$ cat src/pkg/alsd_pkg.sv
// alsd_pkg: opcode patterns, field positions, state and result encodings
// for the arithmetic/logic/string opcode decoder.
// assumes one clock domain and a byte stream from fetch logic on that clock.
`default_nettype none
package alsd_pkg;

  // field positions inside opcode and operand-form bytes
  localparam int W_BIT = 0;
  localparam int D_BIT = 1;
  localparam int S_BIT = 1;
  localparam int SIGN_BIT = 7;
  localparam logic [1:0] MOD_REG = 2'h3;
  localparam logic [2:0] RM_SIB = 3'h4;
  localparam logic [2:0] RM_DIRECT32 = 3'h5;
  localparam logic [2:0] RM_DIRECT16 = 3'h6;
  localparam logic [1:0] MOD_NONE = 2'h0;
  localparam logic [1:0] MOD_DISP8 = 2'h1;
  localparam logic [2:0] BASE_NONE = 3'h5;

  // masks: dw families, w families and the 011010s1 form
  localparam logic [7:0] MASK_DW = 8'hFC;
  localparam logic [7:0] MASK_W = 8'hFE;
  localparam logic [7:0] MASK_S1 = 8'hFD;

  // register/memory families (dw) and accumulator short forms (w)
  localparam logic [7:0] OPC_PLUS_RM = 8'h00;
  localparam logic [7:0] OPC_PLUS_ACC = 8'h04;
  localparam logic [7:0] OPC_CARRY_RM = 8'h10;
  localparam logic [7:0] OPC_CARRY_ACC = 8'h14;
  localparam logic [7:0] OPC_MINUS_RM = 8'h28;
  localparam logic [7:0] OPC_MINUS_ACC = 8'h2C;
  localparam logic [7:0] OPC_BORROW_RM = 8'h18;
  localparam logic [7:0] OPC_BORROW_ACC = 8'h1C;
  localparam logic [7:0] OPC_COMPARE_RM = 8'h38;
  localparam logic [7:0] OPC_COMPARE_ACC = 8'h3C;
  localparam logic [7:0] OPC_AND_RM = 8'h20;
  localparam logic [7:0] OPC_AND_ACC = 8'h24;
  localparam logic [7:0] OPC_OR_RM = 8'h08;
  localparam logic [7:0] OPC_OR_ACC = 8'h0C;
  localparam logic [7:0] OPC_XOR_RM = 8'h30;
  localparam logic [7:0] OPC_XOR_ACC = 8'h34;
  localparam logic [7:0] OPC_ARITH_GRP = 8'h80;
  localparam logic [7:0] OPC_UNARY_GRP = 8'hF6;
  localparam logic [7:0] OPC_TEST_RM = 8'h84;
  localparam logic [7:0] OPC_SPROD3 = 8'h69;
  localparam logic [7:0] OPC_SHIFT_ONE = 8'hD0;
  localparam logic [7:0] OPC_SHIFT_CL = 8'hD2;
  localparam logic [7:0] OPC_SHIFT_IMM = 8'hC0;
  // single bytes
  localparam logic [7:0] OPC_ESCAPE = 8'h0F;
  localparam logic [7:0] OPC_ASCII_MINUS = 8'h3F;
  localparam logic [7:0] OPC_DEC_PLUS = 8'h27;
  localparam logic [7:0] OPC_DEC_MINUS = 8'h2F;
  localparam logic [7:0] OPC_ASCII_QUOT = 8'hD5;
  localparam logic [7:0] OPC_ASCII_PROD = 8'hD4;
  localparam logic [7:0] OPC_BASE_TEN = 8'h0A;
  localparam logic [7:0] OPC_BYTE_WORD = 8'h98;
  localparam logic [7:0] OPC_WORD_DOUBLE = 8'h99;
  localparam logic [7:0] OPC_TRANSLATE = 8'hD7;
  localparam logic [7:0] PFX_REP_EQ = 8'hF3;
  localparam logic [7:0] PFX_REP_NE = 8'hF2;
  // string families (w)
  localparam logic [7:0] OPC_STR_COMPARE = 8'hA6;
  localparam logic [7:0] OPC_STR_COPY = 8'hA4;
  localparam logic [7:0] OPC_STR_SCAN = 8'hAE;
  localparam logic [7:0] OPC_STR_LOAD = 8'hAC;
  localparam logic [7:0] OPC_STR_STORE = 8'hAA;
  localparam logic [7:0] OPC_PORT_IN = 8'h6C;
  localparam logic [7:0] OPC_PORT_OUT = 8'h6E;
  // second bytes after the escape byte
  localparam logic [7:0] OPC2_SPROD = 8'hAF;
  localparam logic [7:0] OPC2_DLEFT_IMM = 8'hA4;
  localparam logic [7:0] OPC2_DLEFT_CL = 8'hA5;
  localparam logic [7:0] OPC2_DRIGHT_IMM = 8'hAC;
  localparam logic [7:0] OPC2_DRIGHT_CL = 8'hAD;

  localparam logic [2:0] SHIFT_UNASSIGNED = 3'h6;

  typedef enum logic [2:0] {
    ST_FIRST = 3'b000, ST_ESC = 3'b001, ST_BASE10 = 3'b010, ST_MODRM = 3'b011,
    ST_SIB = 3'b100, ST_DISP = 3'b101, ST_IMM = 3'b110
  } alsd_state_t;

  typedef enum logic [5:0] {
    OP_NONE = 6'b000000, OP_PLUS = 6'b000001, OP_PLUS_CARRY = 6'b000010,
    OP_MINUS = 6'b000011, OP_MINUS_BORROW = 6'b000100, OP_COMPARE = 6'b000101,
    OP_AND = 6'b000110, OP_OR = 6'b000111, OP_XOR = 6'b001000, OP_TEST = 6'b001001,
    OP_INVERT = 6'b001010, OP_TWOS = 6'b001011, OP_UPROD = 6'b001100,
    OP_SPROD = 6'b001101, OP_UQUOT = 6'b001110, OP_SQUOT = 6'b001111,
    OP_ASCII_FIX_MINUS = 6'b010000, OP_DEC_FIX_PLUS = 6'b010001,
    OP_DEC_FIX_MINUS = 6'b010010, OP_ASCII_BEFORE_QUOT = 6'b010011,
    OP_ASCII_AFTER_PROD = 6'b010100, OP_BYTE_WORD = 6'b010101,
    OP_WORD_DOUBLE = 6'b010110, OP_SHIFT = 6'b010111, OP_DSHIFT_LEFT = 6'b011000,
    OP_DSHIFT_RIGHT = 6'b011001, OP_STR_COMPARE = 6'b011010, OP_STR_COPY = 6'b011011,
    OP_STR_SCAN = 6'b011100, OP_STR_LOAD = 6'b011101, OP_STR_STORE = 6'b011110,
    OP_PORT_IN = 6'b011111, OP_PORT_OUT = 6'b100000, OP_TRANSLATE = 6'b100001,
    OP_ILLEGAL = 6'b111111
  } alsd_op_t;

  typedef enum logic [1:0] {
    GRP_NONE = 2'b00, GRP_ARITH = 2'b01, GRP_UNARY = 2'b10, GRP_SHIFT = 2'b11
  } alsd_grp_t;

  typedef enum logic [1:0] {
    IMM_NONE = 2'b00, IMM_FULL = 2'b01, IMM_BYTE = 2'b10, IMM_SEXT = 2'b11
  } alsd_imm_t;

  typedef enum logic [1:0] {
    CNT_NONE = 2'b00, CNT_ONE = 2'b01, CNT_CL = 2'b10, CNT_IMM = 2'b11
  } alsd_cnt_t;

  typedef enum logic [1:0] {
    REP_NONE = 2'b00, REP_PLAIN = 2'b01, REP_WHILE_EQ = 2'b10, REP_WHILE_NE = 2'b11
  } alsd_rep_t;

endpackage : alsd_pkg
`default_nettype wire

$ cat src/hw/alsd_decoder.sv
// alsd_decoder: classifies arithmetic, logic, shift and string opcode
// sequences one byte per accepted cycle and reports one result pulse.
// assumes fetch logic on the same clock; no prefixes other than repeat.
//
// Summary of operation
// - minus recognised from 001010dw pairs and 0010110w accumulator immediate.
// - 100000sw picks its operation from the operand byte middle field.
// - minus with borrow from 000110dw pairs and 0001110w accumulator immediate.
// - compare from 001110dw and 0011110w; it only updates flags.
// - 1111011w selects test, invert, negate, products or quotients by field.
// - signed product as escape then 10101111, or 011010s1 with immediate.
// - single bytes map to ascii fix after minus and decimal fixes.
// - 11010101 or 11010100 followed by 00001010 are ascii fixes.
// - 10011000 and 10011001 are the sign-extension converts.
// - shift by one, by count register, or by an 8-bit immediate.
// - shift kind field decoded; code 110 is unassigned.
// - double left shift by immediate or by count register.
// - double right shift by immediate or by count register.
// - bitwise and, or, xor pair forms and accumulator immediate forms.
// - 1000010w is a bitwise test writing no result.
// - string compare, copy and scan single bytes.
// - string load into accumulator and store from accumulator.
// - string port input and output use the port pointer register.
// - 11010111 is the table lookup translate.
// - repeated string operations count in the 16 or 32-bit counter.
// - repeat prefixes on compare stop at mismatch or at match.
`default_nettype none
module alsd_decoder
  import alsd_pkg::*;
#(
  parameter logic [2:0] OPER_BYTES = 3'h4,
  parameter bit ADDR_WIDE = 1'b1
) (
  input wire logic clock,
  input wire logic resetn,
  input wire logic clk_en,
  input wire logic byte_valid,
  input wire logic [7:0] byte_data,
  output logic byte_ready,
  output logic dec_valid,
  output alsd_op_t dec_op,
  output logic [2:0] dec_shift_kind,
  output alsd_cnt_t dec_count_src,
  output alsd_rep_t dec_rep,
  output logic dec_full_size,
  output logic dec_to_reg,
  output logic dec_sext,
  output logic [7:0] dec_modrm,
  output logic [31:0] dec_imm,
  output logic [3:0] dec_len,
  output logic dec_writes_result,
  output logic dec_uses_port_reg,
  output logic dec_counter_wide
);

  typedef struct packed {
    alsd_state_t state;
    logic busy;
    logic vld;
    alsd_op_t op;
    alsd_grp_t grp;
    alsd_imm_t immk;
    alsd_cnt_t cnt;
    alsd_rep_t rep;
    logic [1:0] pfx;
    logic [2:0] kind;
    logic w;
    logic d;
    logic s;
    logic sib;
    logic [7:0] modrm;
    logic [31:0] imm;
    logic [1:0] imm_idx;
    logic [2:0] imm_cnt;
    logic [2:0] disp_cnt;
    logic [3:0] len;
  } alsd_st_t;

  localparam logic [1:0] PFX_NONE = 2'b00;
  localparam logic [1:0] PFX_EQ = 2'b01;
  localparam logic [1:0] PFX_NE = 2'b10;

  alsd_st_t st_q;
  alsd_st_t st_d;
  logic take;

  function automatic logic fam(input logic [7:0] b, input logic [7:0] pat,
                               input logic [7:0] mask);
    fam = (b & mask) == pat;
  endfunction : fam

  function automatic logic [2:0] imm_len(input alsd_imm_t k, input logic w, input logic s);
    logic [2:0] full;
    full = w ? OPER_BYTES : 3'h1;
    case (k)
      IMM_BYTE: imm_len = 3'h1;
      IMM_FULL: imm_len = full;
      IMM_SEXT: imm_len = s ? 3'h1 : full;
      default: imm_len = 3'h0;
    endcase
  endfunction : imm_len

  function automatic logic [2:0] disp_len(input logic [1:0] md, input logic [2:0] rm);
    logic [2:0] wide;
    wide = ADDR_WIDE ? 3'h4 : 3'h2;
    if (md == MOD_REG) begin
      disp_len = 3'h0;
    end else if (md == MOD_DISP8) begin
      disp_len = 3'h1;
    end else if (md == MOD_NONE) begin
      disp_len = (rm == (ADDR_WIDE ? RM_DIRECT32 : RM_DIRECT16)) ? wide : 3'h0;
    end else begin
      disp_len = wide;
    end
  endfunction : disp_len

  function automatic alsd_op_t arith_op(input logic [2:0] f);
    case (f)
      3'h0: arith_op = OP_PLUS;
      3'h1: arith_op = OP_OR;
      3'h2: arith_op = OP_PLUS_CARRY;
      3'h3: arith_op = OP_MINUS_BORROW;
      3'h4: arith_op = OP_AND;
      3'h5: arith_op = OP_MINUS;
      3'h6: arith_op = OP_XOR;
      default: arith_op = OP_COMPARE;
    endcase
  endfunction : arith_op

  function automatic alsd_op_t unary_op(input logic [2:0] f);
    case (f)
      3'h0: unary_op = OP_TEST;
      3'h2: unary_op = OP_INVERT;
      3'h3: unary_op = OP_TWOS;
      3'h4: unary_op = OP_UPROD;
      3'h5: unary_op = OP_SPROD;
      3'h6: unary_op = OP_UQUOT;
      3'h7: unary_op = OP_SQUOT;
      default: unary_op = OP_ILLEGAL;
    endcase
  endfunction : unary_op

  function automatic logic is_string(input alsd_op_t o);
    is_string = (o >= OP_STR_COMPARE) && (o <= OP_PORT_OUT);
  endfunction : is_string

  assign take = clk_en && byte_valid;
  assign byte_ready = clk_en;

  always_comb begin
    logic adv;
    logic fin;
    logic [1:0] md;
    logic [2:0] reg_f;
    logic [2:0] rm;
    logic [7:0] b;
    adv = 1'b0;
    fin = 1'b0;
    b = byte_data;
    md = b[7:6];
    reg_f = b[5:3];
    rm = b[2:0];
    st_d = st_q;
    st_d.vld = 1'b0;
    if (take) begin
      st_d.busy = 1'b1;
      st_d.len = st_q.busy ? st_q.len + 4'h1 : 4'h1;
      case (st_q.state)
        ST_FIRST: begin
          if (b == PFX_REP_EQ) begin
            st_d.pfx = PFX_EQ;
          end else if (b == PFX_REP_NE) begin
            st_d.pfx = PFX_NE;
          end else begin
            st_d.w = b[W_BIT];
            st_d.d = 1'b0;
            st_d.s = 1'b0;
            st_d.grp = GRP_NONE;
            st_d.immk = IMM_NONE;
            st_d.cnt = CNT_NONE;
            st_d.kind = 3'h0;
            st_d.sib = 1'b0;
            st_d.modrm = 8'h00;
            st_d.imm = 32'h0000_0000;
            st_d.imm_idx = 2'h0;
            st_d.disp_cnt = 3'h0;
            st_d.state = ST_MODRM;
            if (fam(b, OPC_MINUS_RM, MASK_DW) || fam(b, OPC_BORROW_RM, MASK_DW) ||
                fam(b, OPC_COMPARE_RM, MASK_DW) || fam(b, OPC_AND_RM, MASK_DW) ||
                fam(b, OPC_OR_RM, MASK_DW) || fam(b, OPC_XOR_RM, MASK_DW) ||
                fam(b, OPC_PLUS_RM, MASK_DW) || fam(b, OPC_CARRY_RM, MASK_DW)) begin
              st_d.d = b[D_BIT];
              if (fam(b, OPC_MINUS_RM, MASK_DW)) st_d.op = OP_MINUS;
              else if (fam(b, OPC_BORROW_RM, MASK_DW)) st_d.op = OP_MINUS_BORROW;
              else if (fam(b, OPC_COMPARE_RM, MASK_DW)) st_d.op = OP_COMPARE;
              else if (fam(b, OPC_AND_RM, MASK_DW)) st_d.op = OP_AND;
              else if (fam(b, OPC_OR_RM, MASK_DW)) st_d.op = OP_OR;
              else if (fam(b, OPC_XOR_RM, MASK_DW)) st_d.op = OP_XOR;
              else if (fam(b, OPC_PLUS_RM, MASK_DW)) st_d.op = OP_PLUS;
              else st_d.op = OP_PLUS_CARRY;
            end else if (fam(b, OPC_ARITH_GRP, MASK_DW)) begin
              st_d.s = b[S_BIT];
              st_d.grp = GRP_ARITH;
              st_d.immk = IMM_SEXT;
            end else if (fam(b, OPC_UNARY_GRP, MASK_W)) begin
              st_d.grp = GRP_UNARY;
            end else if (fam(b, OPC_TEST_RM, MASK_W)) begin
              st_d.op = OP_TEST;
            end else if (fam(b, OPC_SPROD3, MASK_S1)) begin
              st_d.op = OP_SPROD;
              st_d.s = b[S_BIT];
              st_d.immk = IMM_SEXT;
            end else if (fam(b, OPC_SHIFT_ONE, MASK_W)) begin
              st_d.grp = GRP_SHIFT;
              st_d.cnt = CNT_ONE;
            end else if (fam(b, OPC_SHIFT_CL, MASK_W)) begin
              st_d.grp = GRP_SHIFT;
              st_d.cnt = CNT_CL;
            end else if (fam(b, OPC_SHIFT_IMM, MASK_W)) begin
              st_d.grp = GRP_SHIFT;
              st_d.cnt = CNT_IMM;
              st_d.immk = IMM_BYTE;
            end else if (b == OPC_ESCAPE) begin
              st_d.state = ST_ESC;
            end else if (b == OPC_ASCII_QUOT || b == OPC_ASCII_PROD) begin
              st_d.op = (b == OPC_ASCII_QUOT) ? OP_ASCII_BEFORE_QUOT : OP_ASCII_AFTER_PROD;
              st_d.state = ST_BASE10;
            end else begin
              adv = 1'b1;
              if (fam(b, OPC_MINUS_ACC, MASK_W)) begin
                st_d.op = OP_MINUS;
                st_d.immk = IMM_FULL;
              end else if (fam(b, OPC_BORROW_ACC, MASK_W)) begin
                st_d.op = OP_MINUS_BORROW;
                st_d.immk = IMM_FULL;
              end else if (fam(b, OPC_COMPARE_ACC, MASK_W)) begin
                st_d.op = OP_COMPARE;
                st_d.immk = IMM_FULL;
              end else if (fam(b, OPC_AND_ACC, MASK_W) || fam(b, OPC_OR_ACC, MASK_W) ||
                           fam(b, OPC_XOR_ACC, MASK_W)) begin
                st_d.op = fam(b, OPC_AND_ACC, MASK_W) ? OP_AND :
                          fam(b, OPC_OR_ACC, MASK_W) ? OP_OR : OP_XOR;
                st_d.immk = IMM_FULL;
              end else if (fam(b, OPC_PLUS_ACC, MASK_W) || fam(b, OPC_CARRY_ACC, MASK_W)) begin
                st_d.op = fam(b, OPC_PLUS_ACC, MASK_W) ? OP_PLUS : OP_PLUS_CARRY;
                st_d.immk = IMM_FULL;
              end else if (b == OPC_ASCII_MINUS) st_d.op = OP_ASCII_FIX_MINUS;
              else if (b == OPC_DEC_PLUS) st_d.op = OP_DEC_FIX_PLUS;
              else if (b == OPC_DEC_MINUS) st_d.op = OP_DEC_FIX_MINUS;
              else if (b == OPC_BYTE_WORD) st_d.op = OP_BYTE_WORD;
              else if (b == OPC_WORD_DOUBLE) st_d.op = OP_WORD_DOUBLE;
              else if (b == OPC_TRANSLATE) st_d.op = OP_TRANSLATE;
              else if (fam(b, OPC_STR_COMPARE, MASK_W)) st_d.op = OP_STR_COMPARE;
              else if (fam(b, OPC_STR_COPY, MASK_W)) st_d.op = OP_STR_COPY;
              else if (fam(b, OPC_STR_SCAN, MASK_W)) st_d.op = OP_STR_SCAN;
              else if (fam(b, OPC_STR_LOAD, MASK_W)) st_d.op = OP_STR_LOAD;
              else if (fam(b, OPC_STR_STORE, MASK_W)) st_d.op = OP_STR_STORE;
              else if (fam(b, OPC_PORT_IN, MASK_W)) st_d.op = OP_PORT_IN;
              else if (fam(b, OPC_PORT_OUT, MASK_W)) st_d.op = OP_PORT_OUT;
              else st_d.op = OP_ILLEGAL;
              st_d.imm_cnt = imm_len(st_d.immk, st_d.w, st_d.s);
            end
          end
        end
        ST_ESC: begin
          st_d.state = ST_MODRM;
          st_d.w = 1'b1;
          if (b == OPC2_SPROD) begin
            st_d.op = OP_SPROD;
          end else if (b == OPC2_DLEFT_IMM || b == OPC2_DLEFT_CL) begin
            st_d.op = OP_DSHIFT_LEFT;
            st_d.cnt = (b == OPC2_DLEFT_IMM) ? CNT_IMM : CNT_CL;
            st_d.immk = (b == OPC2_DLEFT_IMM) ? IMM_BYTE : IMM_NONE;
          end else if (b == OPC2_DRIGHT_IMM || b == OPC2_DRIGHT_CL) begin
            st_d.op = OP_DSHIFT_RIGHT;
            st_d.cnt = (b == OPC2_DRIGHT_IMM) ? CNT_IMM : CNT_CL;
            st_d.immk = (b == OPC2_DRIGHT_IMM) ? IMM_BYTE : IMM_NONE;
          end else begin
            st_d.op = OP_ILLEGAL;
            fin = 1'b1;
          end
        end
        ST_BASE10: begin
          if (b != OPC_BASE_TEN) st_d.op = OP_ILLEGAL;
          fin = 1'b1;
        end
        ST_MODRM: begin
          st_d.modrm = b;
          if (st_q.grp == GRP_ARITH) begin
            st_d.op = arith_op(reg_f);
          end else if (st_q.grp == GRP_UNARY) begin
            st_d.op = unary_op(reg_f);
            st_d.immk = (reg_f == 3'h0) ? IMM_FULL : IMM_NONE;
          end else if (st_q.grp == GRP_SHIFT) begin
            st_d.kind = reg_f;
            st_d.op = (reg_f == SHIFT_UNASSIGNED) ? OP_ILLEGAL : OP_SHIFT;
          end
          // address bytes are counted before any immediate bytes
          st_d.sib = ADDR_WIDE && md != MOD_REG && rm == RM_SIB;
          st_d.disp_cnt = disp_len(md, rm);
          st_d.imm_cnt = imm_len(st_d.immk, st_d.w, st_d.s);
          adv = 1'b1;
        end
        ST_SIB: begin
          st_d.sib = 1'b0;
          if (st_q.modrm[7:6] == MOD_NONE && rm == BASE_NONE) st_d.disp_cnt = 3'h4;
          adv = 1'b1;
        end
        ST_DISP: begin
          st_d.disp_cnt = st_q.disp_cnt - 3'h1;
          adv = 1'b1;
        end
        default: begin
          // immediate data, low byte first; a lone s-form byte is sign-extended
          if (st_q.immk == IMM_SEXT && st_q.s) begin
            st_d.imm = {{24{b[SIGN_BIT]}}, b};
          end else begin
            st_d.imm[{st_q.imm_idx, 3'h0} +: 8] = b;
          end
          st_d.imm_idx = st_q.imm_idx + 2'h1;
          st_d.imm_cnt = st_q.imm_cnt - 3'h1;
          adv = 1'b1;
        end
      endcase
      if (adv) begin
        if (st_d.sib) st_d.state = ST_SIB;
        else if (st_d.disp_cnt != 3'h0) st_d.state = ST_DISP;
        else if (st_d.imm_cnt != 3'h0) st_d.state = ST_IMM;
        else fin = 1'b1;
      end
      if (fin) begin
        st_d.state = ST_FIRST;
        st_d.vld = 1'b1;
        st_d.busy = 1'b0;
        st_d.rep = REP_NONE;
        if (st_q.pfx != PFX_NONE && is_string(st_d.op)) begin
          if (st_d.op == OP_STR_COMPARE || st_d.op == OP_STR_SCAN) begin
            st_d.rep = (st_q.pfx == PFX_EQ) ? REP_WHILE_EQ : REP_WHILE_NE;
          end else begin
            st_d.rep = REP_PLAIN;
          end
        end
        st_d.pfx = PFX_NONE;
      end
    end
  end

  always_ff @(posedge clock or negedge resetn) begin
    if (!resetn) begin
      st_q <= '0;
    end else if (clk_en) begin
      st_q <= st_d;
    end
  end

  assign dec_valid = st_q.vld;
  assign dec_op = st_q.op;
  assign dec_shift_kind = st_q.kind;
  assign dec_count_src = st_q.cnt;
  assign dec_rep = st_q.rep;
  assign dec_full_size = st_q.w;
  assign dec_to_reg = st_q.d;
  assign dec_sext = st_q.s;
  assign dec_modrm = st_q.modrm;
  assign dec_imm = st_q.imm;
  assign dec_len = st_q.len;
  assign dec_writes_result = st_q.op != OP_COMPARE && st_q.op != OP_TEST;
  assign dec_uses_port_reg = st_q.op == OP_PORT_IN || st_q.op == OP_PORT_OUT;
  assign dec_counter_wide = ADDR_WIDE;
endmodule : alsd_decoder
`default_nettype wire

$ cat config.mk
export PLATFORM = sky130hd
export DESIGN_NAME = alsd_decoder
export DESIGN_NICKNAME = d
export VERILOG_FILES = /design/src/pkg/alsd_pkg.sv /design/src/hw/alsd_decoder.sv
export SDC_FILE = /design/constraint.sdc
export NUM_CORES = 1
export LEC_CHECK = 0
export BUFFER_PORTS_ARGS = -buffer_cell sky130_fd_sc_hd__buf_2
export CAP_MARGIN = 15
export CORE_AREA = 2 2 126 128
export DETAILED_ROUTE_END_ITERATION = 8
export DIE_AREA = 0 0 128 130
export HOLD_SLACK_MARGIN = 0.08
export MAX_ROUTING_LAYER = met4
export PLACE_DENSITY = 0.58
export SLEW_MARGIN = 20
export SYNTH_ARGS = -nofsm -noshare
export SYNTH_HDL_FRONTEND = slang
export SYNTH_SLANG_ARGS = --single-unit
$ cat constraint.sdc
create_clock -name clock -period 2.47 [get_ports clock]
set_clock_uncertainty 0.1 [all_clocks]
set_input_delay 0.1235 -clock clock [delete_from_list [all_inputs] [get_ports clock]]
set_output_delay 0.1235 -clock clock [all_outputs]
set_load 0.05 [all_outputs]
---- Word-level counts from Yosys, hierarchy flattened ----
Index checks and enable logic that the tools add are counted.
operators by class
  add/subtract/negate cells ............... 5
  $lt $le $gt $ge ......................... 2
  eq/ne operators ......................... 87
  shift-type cells ........................ 2
  mux-type cells .......................... 200
  bitwise gates (word level) .............. 3
  reductions and logical operators ........ 49
operators with widths
  cell                                                                    count
  6-bit two-way mux                                                       44
  55-bit two-way mux                                                      2
  2-bit two-way mux                                                       53
  8-bit == test, second input constant                                    12
  3-bit two-way mux                                                       30
  76-bit two-way mux                                                      1
  7-bit == test, second input constant                                    10
  34-bit one-hot mux with 2 select lines                                  1
  6-bit one-hot mux with 7 select lines                                   1
  1-bit two-way mux                                                       38
  4-bit two-way mux                                                       9
  32-bit bitwise mux                                                      1
  32-bit two-way mux                                                      1
  8-bit by 7-bit variable shift with 32-bit output, first input constant  1
  8-bit by 7-bit variable part select with 32-bit output                  1
  7-bit by 5-bit == test with 1-bit output, second input constant         4
  4-bit one-hot mux with 7 select lines                                   1
  3-bit == test, second input constant                                    8
  6-bit by 4-bit == test with 1-bit output, second input constant         4
  8-bit by 6-bit == test with 1-bit output, second input constant         3
  12-bit two-way mux                                                      2
  6-bit one-hot mux with 4 select lines                                   1
  7-bit by 6-bit == test with 1-bit output, second input constant         3
  5-bit AND reduction                                                     4
  48 further kinds                                                        113
word-level totals
  flip-flop bits (word level) ............. 80
  input port bits ......................... 12
  output and inout bits ................... 65
  logic and storage cells ................. 368

---- Logic depth before layout (Yosys ltp) ----
Gate-level depths: netlist (run 1).
  depth after elaboration ................. 46
  depth in mapped cells ................... 12
  depth with buffers taken out ............ 11

---- Worst setup path before layout (run 1) ----
Ideal clock, no wire load.
  path kind ............................... reg2reg
  from .................................... register st_q[77] in the netlist's numbering
  to ...................................... register st_q, in the netlist dec_rep[0]
  setup time .............................. 0.130 ns
  arrival ................................. 2.431 ns
  required time ........................... 2.240 ns
  slack ................................... -0.191 ns
  cell stages (with the launch flop) ...... 12
  path buffers ............................ 2
  period minus slack after synthesis ...... 2.661 ns
  path through ............................ dfrtp_1 -> buf_2 -> or3_1 -> clkbuf_1 -> and3_1 -> o21a_1 -> and4b_1 -> nand3b_4 -> nor4_4 -> o21ai_2 -> a311oi_2 -> a211oi_2
on the way
  longest elaborated chain between the ends .. 11
  elaborated cells on any way between the ends .. 36
  those cells by class .................... order compare (2); eq/ne (7); mux (18); reduce/logical (9)
ends and longest elaborated chain
  what                                   line                 text
  start: declaration                     alsd_decoder.sv:83   alsd_st_t st_q;
  start signal: assignment               alsd_decoder.sv:352  st_q <= st_d;
  3-bit == test (tied with other cells)  alsd_decoder.sv:168  case (st_q.state)
  4-bit OR reduction (no source line)    n/a
  3-bit one-hot mux with 3 select lines  alsd_decoder.sv:168
  3-bit two-way mux                      alsd_decoder.sv:165  if (take) begin
  3-bit nonzero test                     alsd_decoder.sv:328  else if (st_d.imm_cnt != 3'h0) st_d.state = ST_IMM;
  1-bit two-way mux                      alsd_decoder.sv:328
  1-bit two-way mux                      alsd_decoder.sv:327  else if (st_d.disp_cnt != 3'h0) st_d.state = ST_DISP;
  1-bit two-way mux                      alsd_decoder.sv:326  if (st_d.sib) st_d.state = ST_SIB;
  1-bit two-way mux                      alsd_decoder.sv:325  if (adv) begin
  1-bit two-way mux                      alsd_decoder.sv:165
  3-bit AND reduction (no source line)   n/a
Several ways; a longest one is shown, not always the timed one. The select of a mux whose other input is x is not followed.
A chain may end at the register's enable or synchronous reset.

---- Worst setup path in the final report (run 1) ----
  from .................................... register st_q[78] in the netlist's numbering
  to ...................................... register st_q, in the netlist dec_rep[0]
Same word-level chain as after synthesis.

==> metrics.md, run 1 <==
| Metric | Value |
|---|---|
| Status | `finished, violations left` |
| Failing checks | `setup timing` |
| Placed standard-cell area | `between 0.007 and 0.008 sq mm` |
| Wire per inst | `about 20 um` |
| Maxcap violations | `0` |
| DRC viols | `0` |
| Total CTS buffers | `9` |
| Worst slew margin | `about a third` |
| FF+latch area | `0.00201 sq mm` |
| Final setup fails | `4` |
| Synth area leaders | `dfrtp_1 (34%), buf_4 (7.5%), o21ai_0 (5.7%)` |
| Worst setup EP type | `flop` |
| CTS tree | `done` |
| Post-synthesis net count | `~750` |
| Overflow after GRT | `0` |
| Slowest stage delay, CP | `around 0.45 ns` |
| First-pass GRT wire length | `roughly 32000 um` |
| CP max-delay cell | `dfrtp_2` |
| Final net count | `about 900` |
| Top cells by count, synth | `nand2_1 (90), dfrtp_1 (80), o21ai_0 (68), buf_4 (60), a21oi_1 (52)` |
| Crit path buffers/inverters | `1` |
| Power, Total | `around 8.7 mW` |
| Routed vias | `6213` |
| Asr flop ratio synth | `between 90% and 100%` |
| Initial antenna violation count | `0` |
| Clk Tree Root Cell | `clkbuf_16` |
| Top-count cell post-synth | `nand2_1` |
| Drt first pass iters | `5` |
| Final GP Congestion | `slightly below 1` |
| Post-Syn Area | `about 0.006 sq mm` |
| Post-layout min period | `around 2.6 ns` |
| Worst hold slack | `around 0.14 ns` |
| Commonest register cell after synthesis | `dfrtp_1` |
| Reg2Reg Depth | `10` |
| Tightest Pin Transition | `0.992 ns` |
| I/O Buffers | `75` |
| Vias per inst | `5.78` |
| Max reg flops | `32` |
| Area Growth Syn to Fin | `29.4%` |
| Clock transition at path regs | `~0.070 ns` |
| Tcrit/Tclk final | `104%` |
| Layout cells sized above 1 | `34.8%` |
| Startpoint types | `flop` |
| Critical-path cell list | `buf_6, nand4b_1, and3_1, o21a_1, and4b_2, nand3b_4, nor4_4, o21ai_2, a311oi_2, a211oi_2` |
| Fmax | `approximately 400 MHz` |
| PD cells | `1130 mW/mm^2` |
| CTS sink cnt | `80` |
| Final core utilization | `50.1%` |
| P_leak | `between 3 and 4 nW` |
| Max H-tree Level | `3` |
| Die height | `130 um` |
| Worst setup margin | `-0.103 ns` |
| Hold WC Path Type | `in2reg` |
| Largest net degree at the start of global routing | `56` |
| Total Wirelength | `about 21000 um` |
| Die area | `about 0.017 sq mm` |
| Worst skew pair latency | `about 0.36 ns` |
| Synth warn | `0` |
| CP Class | `reg2reg` |
| RSZ-0062 raised after global routing | `true` |
| First DRT Iteration DRCs | `528` |
| Flop2flop setup slack | `-0.10 ns` |
| Max FO, Critical Path | `10` |
| Mapped Avg Cell Area | `just over 8 sq um` |
| Top cell type's share of synthesized area | `between 30 and 40%` |
| Post-synthesis sequential area ratio | `about a third` |
| IO Count | `77` |
| Overall die width | `between 100 and 150 um` |
| Multi-input gate area | `between 0.003 and 0.004 sq mm` |
| GRT Util Overall | `25.9%` |
| Dpl hpwl | `15800 um` |
| Initial Util | `38.7%` |
| Hold path depth | `3` |
| Netlist cell types | `86` |
| Crit path max-delay family | `simple AND/OR/NAND/NOR gates` |
| Clock buffer depth | `2` |
| Post-route cell area | `about 0.0077 sq mm` |
| Arr. time, crit path | `between 2 and 3 ns` |
| Fillers | `roughly 1500` |
| Peak VDD IR | `slightly below 700 uV` |
| Row cnt | `46` |
| Final count of pins violating max slew | `0` |
| Final hold viol count | `0` |
| Mapped Cells | `732` |
| Crit. path cell count | `10` |
| Final ANT Viol Nets | `0` |
| Synth area leader | `dfrtp_1` |
| Vias in the first global route | `a little under 6000` |
| #FFs+latches synth | `80` |
| Core box area | `around 0.015 sq mm` |
| Number of diodes | `0` |
| Worst path required time | `roughly 2.6 ns` |
| Number of synthesized flops with an enable pin | `0` |
through the flow:
step / std cells / setup WS (ns) / TNS (ns)
after floorplan: 732 / -0.0656 / -0.0656
after global placement: 1039 / -0.340 / -1.31
after detailed placement: 1039 / -0.363 / -1.88
after CTS: 1063 / -0.0823 / -0.119
after global routing: 1075 / -0.211 / -0.760
final: 1075 / -0.103 / -0.314
per-layer routing:
| layer | track usage, % | wire length [um] | vias to the layer above | part of all wire [%] |
|---|---|---|---|---|
| li1 | - | - | 2912 | - |
| met1 | 34.2 | 9490 | 2997 | 45 |
| met2 | 39.9 | 9600 | 254 | 46 |
| met3 | 4.76 | 1280 | 50 | 6.1 |
| met4 | 9.57 | 644 | 0 | 3.1 |
| met5 | - | 0 | - | 0 |
tightest hold or removal path, delay by kind of cell:
kind                   cells  cell delay (ns)
buffers and inverters      2             0.33
AO/OA/AOI/OAI              1             0.10
final cells by class:
class                   count  area share [%]
well taps                 192            3.11
flip-flops and latches     80            25.9
inverters                  20           0.971
repair buffers            247            22.8
clock inverters             6           0.485
clock buffers               9            2.91
multi-input cells         521            43.8
worst paths after layout:
kind,start,endpoint
max,st_q[78],dec_rep[0]
min,byte_data[3],st_q[68]
max reg2reg,st_q[78],dec_rep[0]
min reg2reg,dec_modrm[3],dec_modrm[3]
max in group asynchronous,resetn,dec_imm[20]
min in group asynchronous,resetn,dec_len[2]
report_power, final:
group          internal [mW]  total (mW)  switching (mW)
Clock                  0.669        1.24           0.566
Sequential              1.69        2.12           0.426
Combinational           2.17        5.38            3.21
Total                   4.53        8.73            4.20
timing repair:
action,CTS,global route
hold endpoints to repair,55,0
resized for setup,16,21
hold buffers,2,0
pin swaps,3,5
buffers inserted,7,12
setup endpoints to repair,6,16
cells in the final DEF, fill, tap and decap left out, types with 7 or more instances in the layout:
cell	Yosys	final
buf_4	60	160
nand2_1	90	89
dfrtp_1	80	77
buf_2	15	74
o21ai_0	68	65
a21oi_1	52	50
nor2_1	32	31
nand3_1	26	26
inv_1	19	19
nor3_1	19	16
a22o_1	15	15
o31ai_1	13	12
nand2b_1	11	11
nand4_1	10	10
nor2b_1	10	9
o21ai_1	8	9
clkbuf_16	0	9
ha_1	8	8
and3_1	7	7
a211oi_1	7	7
logic make-up (layout without fill, tap and decap cells):
logic type                 Yosys count  count (layout)  share of synthesized area [%]
and+or+nand+nor                    267             267                           24.8
xor gates and xnor gates             4               4                          0.586
AOI/OAI and AO/OA                  233             233                           25.4
other                                1               1                         0.0628
adders and majority gates            8               8                           1.68
buffers and inverters              131             282                           12.5
DFF                                 80              80                           33.5
muxes                                8               8                           1.47
Power figures use the tool's default switching activity.
==> inputs of run 2 (changes only) <==
--- a/config.mk
+++ b/config.mk
@@ -7,12 +7,15 @@
 export LEC_CHECK = 0
 export BUFFER_PORTS_ARGS = -buffer_cell sky130_fd_sc_hd__buf_2
 export CAP_MARGIN = 15
+export CELL_PAD_IN_SITES_DETAIL_PLACEMENT = 1
+export CELL_PAD_IN_SITES_GLOBAL_PLACEMENT = 1
 export CORE_AREA = 2 2 126 128
 export DETAILED_ROUTE_END_ITERATION = 8
 export DIE_AREA = 0 0 128 130
 export HOLD_SLACK_MARGIN = 0.08
 export MAX_ROUTING_LAYER = met4
-export PLACE_DENSITY = 0.58
+export PLACE_DENSITY = 0.74
+export RECOVER_POWER = 25
 export SLEW_MARGIN = 20
 export SYNTH_ARGS = -nofsm -noshare
 export SYNTH_HDL_FRONTEND = slang
==> run 2 against run 1 <==
The flow still finishes with violations (setup timing). Non-clock buffer count is 3 higher. Critical path type unchanged. Worst setup slack worse by 0.033 ns. Die area unchanged.
==> metrics.md, run 2 (same netlist as run 1, synthesis figures left out) <==
| Metric | Value |
|---|---|
| Status | `finished, violations left (unchanged)` |
| Failing checks | `setup timing (unchanged)` |
| Final hold viol count | `0 (unchanged)` |
| First-pass GRT wire length | `38100 um (was 32400 um)` |
| Vias in the first global route | `6657 (was 5842)` |
| Number of diodes | `0 (unchanged)` |
| Row cnt | `46 (unchanged)` |
| Crit path buffers/inverters | `1 (unchanged)` |
| Max reg flops | `32 (unchanged)` |
| Arr. time, crit path | `2.74 ns (was 2.70 ns)` |
| Wire per inst | `22.7 um (was 19.5 um)` |
| Largest net degree at the start of global routing | `50 (was 56)` |
| Final core utilization | `50.4% (was 50.1%)` |
| Dpl hpwl | `19000 um (was 15800 um)` |
| P_leak | `3.64 nW (was 3.63 nW)` |
| Worst slew margin | `13.3% (was 33.3%)` |
| Place WS | `-0.430 ns (was -0.363 ns)` |
| Max FO, Critical Path | `13 (was 10)` |
| CP Class | `reg2reg (unchanged)` |
| Min-delay src | `byte_data[2] (was byte_data[3])` |
| Final ANT Viol Nets | `0 (unchanged)` |
| Hold WC Path Type | `in2reg (unchanged)` |
| Slowest stage delay, CP | `0.48 ns (was 0.45 ns)` |
| Overall die width | `128 um (unchanged)` |
| Die area | `0.0166 sq mm (unchanged)` |
| Vias per inst | `5.86 (was 5.78)` |
| Post-route cell area | `0.00777 sq mm (was 0.00773 sq mm)` |
| FF+latch area | `0.00200 sq mm (was 0.00201 sq mm)` |
| Flop2flop setup slack | `-0.14 ns (was -0.10 ns)` |
| Fillers | `1877 (was 1499)` |
| I/O Buffers | `75 (unchanged)` |
| Multi-input gate area | `0.00338 sq mm (was 0.00339 sq mm)` |
| Peak VDD IR | `403 uV (was 672 uV)` |
| Drt first pass iters | `5 (unchanged)` |
| Overflow after GRT | `0 (unchanged)` |
| Tightest Pin Transition | `1.30 ns (was 0.992 ns)` |
| Core box area | `0.0154 sq mm (unchanged)` |
| Cell total after placement | `1051 (was 1039)` |
| Final count of pins violating max slew | `0 (unchanged)` |
| Hold path depth | `4 (was 3)` |
| R2R Path End | `dec_rep[0] (unchanged)` |
| Total Wirelength | `24500 um (was 21000 um)` |
| Min-Delay Endpoint | `dec_modrm[2] (was st_q[68])` |
| Worst setup EP type | `flop (unchanged)` |
| RSZ-0062 raised after global routing | `true (unchanged)` |
| Tcrit/Tclk final | `105% (was 104%)` |
| DRC viols | `0 (unchanged)` |
| Critical-path cell list | `buf_6, nand4b_1, and3_4, o21a_1, and4b_2, nand3b_4, nor4_4, o21ai_2, a311oi_2, a211oi_2 (was buf_6, nand4b_1, and3_1, o21a_1, and4b_2, nand3b_4, nor4_4, o21ai_2, a311oi_2, a211oi_2)` |
| CTS tree | `done (unchanged)` |
| Clock buffer depth | `2 (unchanged)` |
| Post-layout min period | `2.61 ns (was 2.57 ns)` |
| RR Startpoint | `st_q[78] (unchanged)` |
| Placed standard-cell area | `0.00722 sq mm (was 0.00714 sq mm)` |
| IO Count | `77 (unchanged)` |
| Maxcap violations | `0 (unchanged)` |
| Routed vias | `6326 (was 6213)` |
| Finished Layout Cells | `1079 (was 1075)` |
| Crit path max-delay family | `simple AND/OR/NAND/NOR gates (unchanged)` |
| Final setup fails | `6 (was 4)` |
| CP max-delay cell | `dfrtp_2 (unchanged)` |
| PD cells | `1160 mW/mm^2 (was 1130 mW/mm^2)` |
| Worst skew pair latency | `0.35 ns (was 0.36 ns)` |
| Area Growth Syn to Fin | `30.1% (was 29.4%)` |
| Initial antenna violation count | `0 (unchanged)` |
| Clock transition at path regs | `0.07 ns (about the same)` |
| Layout cells sized above 1 | `34.2% (was 34.8%)` |
| Commonest non-fill, non-tap cells in the layout | `buf_4 (164), nand2_1 (89), dfrtp_1 (78) (was buf_4 (160), nand2_1 (89), dfrtp_1 (77))` |
| Reg2Reg Depth | `10 (unchanged)` |
| Clk Tree Root Cell | `clkbuf_16 (unchanged)` |
| Die height | `130 um (unchanged)` |
| Initial Util | `38.7% (unchanged)` |
| First DRT Iteration DRCs | `423 (was 528)` |
| Fmax | `384 MHz (was 389 MHz)` |
| Final net count | `902 (was 899)` |
| Max H-tree Level | `3 (unchanged)` |
| Total CTS buffers | `9 (unchanged)` |
| Worst setup margin | `-0.136 ns (was -0.103 ns)` |
| Commonest non-fill, non-tap cell in the layout | `buf_4 (unchanged)` |
| Startpoint types | `flop (unchanged)` |
| CTS sink cnt | `80 (unchanged)` |
| Worst path required time | `2.60 ns (about the same)` |
| GRT Util Overall | `30.8% (was 25.9%)` |
| Final GP Congestion | `1.01 (was 0.982)` |
[run 2: tightest hold or removal path: cells and delay by family]
kind	cells	cell delay, ns
buf+inv	3	0.35
compound gates	1	0.08
[run 2: worst max path at each step]
stage,start,end,depth (start not counted)
3_3_place_gp,st_q[78],dec_rep[0],9
5_1_grt,st_q[77],dec_rep[0],11
2_1_floorplan,st_q[77],dec_rep[0],11
3_5_place_dp,st_q[78],dec_rep[0],11
6_report,st_q[78],dec_rep[0],10
4_1_cts,st_q[78],dec_rep[0],9
[run 2: repair_timing]
action | 4_1_cts | 5_1_grt
gates resized for setup | 20 | 12
setup endpoints to repair | 8 | 7
pin swaps | 5 | 6
endpoints found under the hold margin | 49 | 0
hold buffers | 2 | 0
setup buffers | 7 | 3
[run 2: cell type report]
type	instances	share of cell area, %
clock buffers	10	3.07
clock inverters	6	0.966
inverters	20	0.966
multi-input cells	521	43.5
flip-flops and latches	80	25.8
well taps	192	3.09
repair buffers	250	22.6
[run 2: where the power goes]
| group | internal, mW | switching, mW | total, mW |
|---|---|---|---|
| clock | 0.826 | 0.607 | 1.43 |
| combinational | 2.16 | 3.33 | 5.49 |
| sequential | 1.69 | 0.430 | 2.12 |
[run 2: stage by stage]
stage / hold slack, ns / total power [mW] / TNS [ns]
final: 0.148 / 9.04 / -0.362
after global routing: 0.205 / 9.55 / -0.909
after CTS: 0.137 / 8.84 / -0.303
after detailed placement: 0.0985 / 7.05 / -2.35
after global placement: 0.0730 / 6.86 / -1.88
after floorplan: -0.272 / 5.52 / -0.0656
[run 2: metal layers]
layer / vias up / share of wire (%) / track usage (%)
li1: 2910 / - / -
met2: 199 / 48 / 50.5
met5: - / 0 / -
met3: 48 / 4.8 / 4.63
met4: 0 / 2.9 / 11.4
met1: 3169 / 44 / 38.7
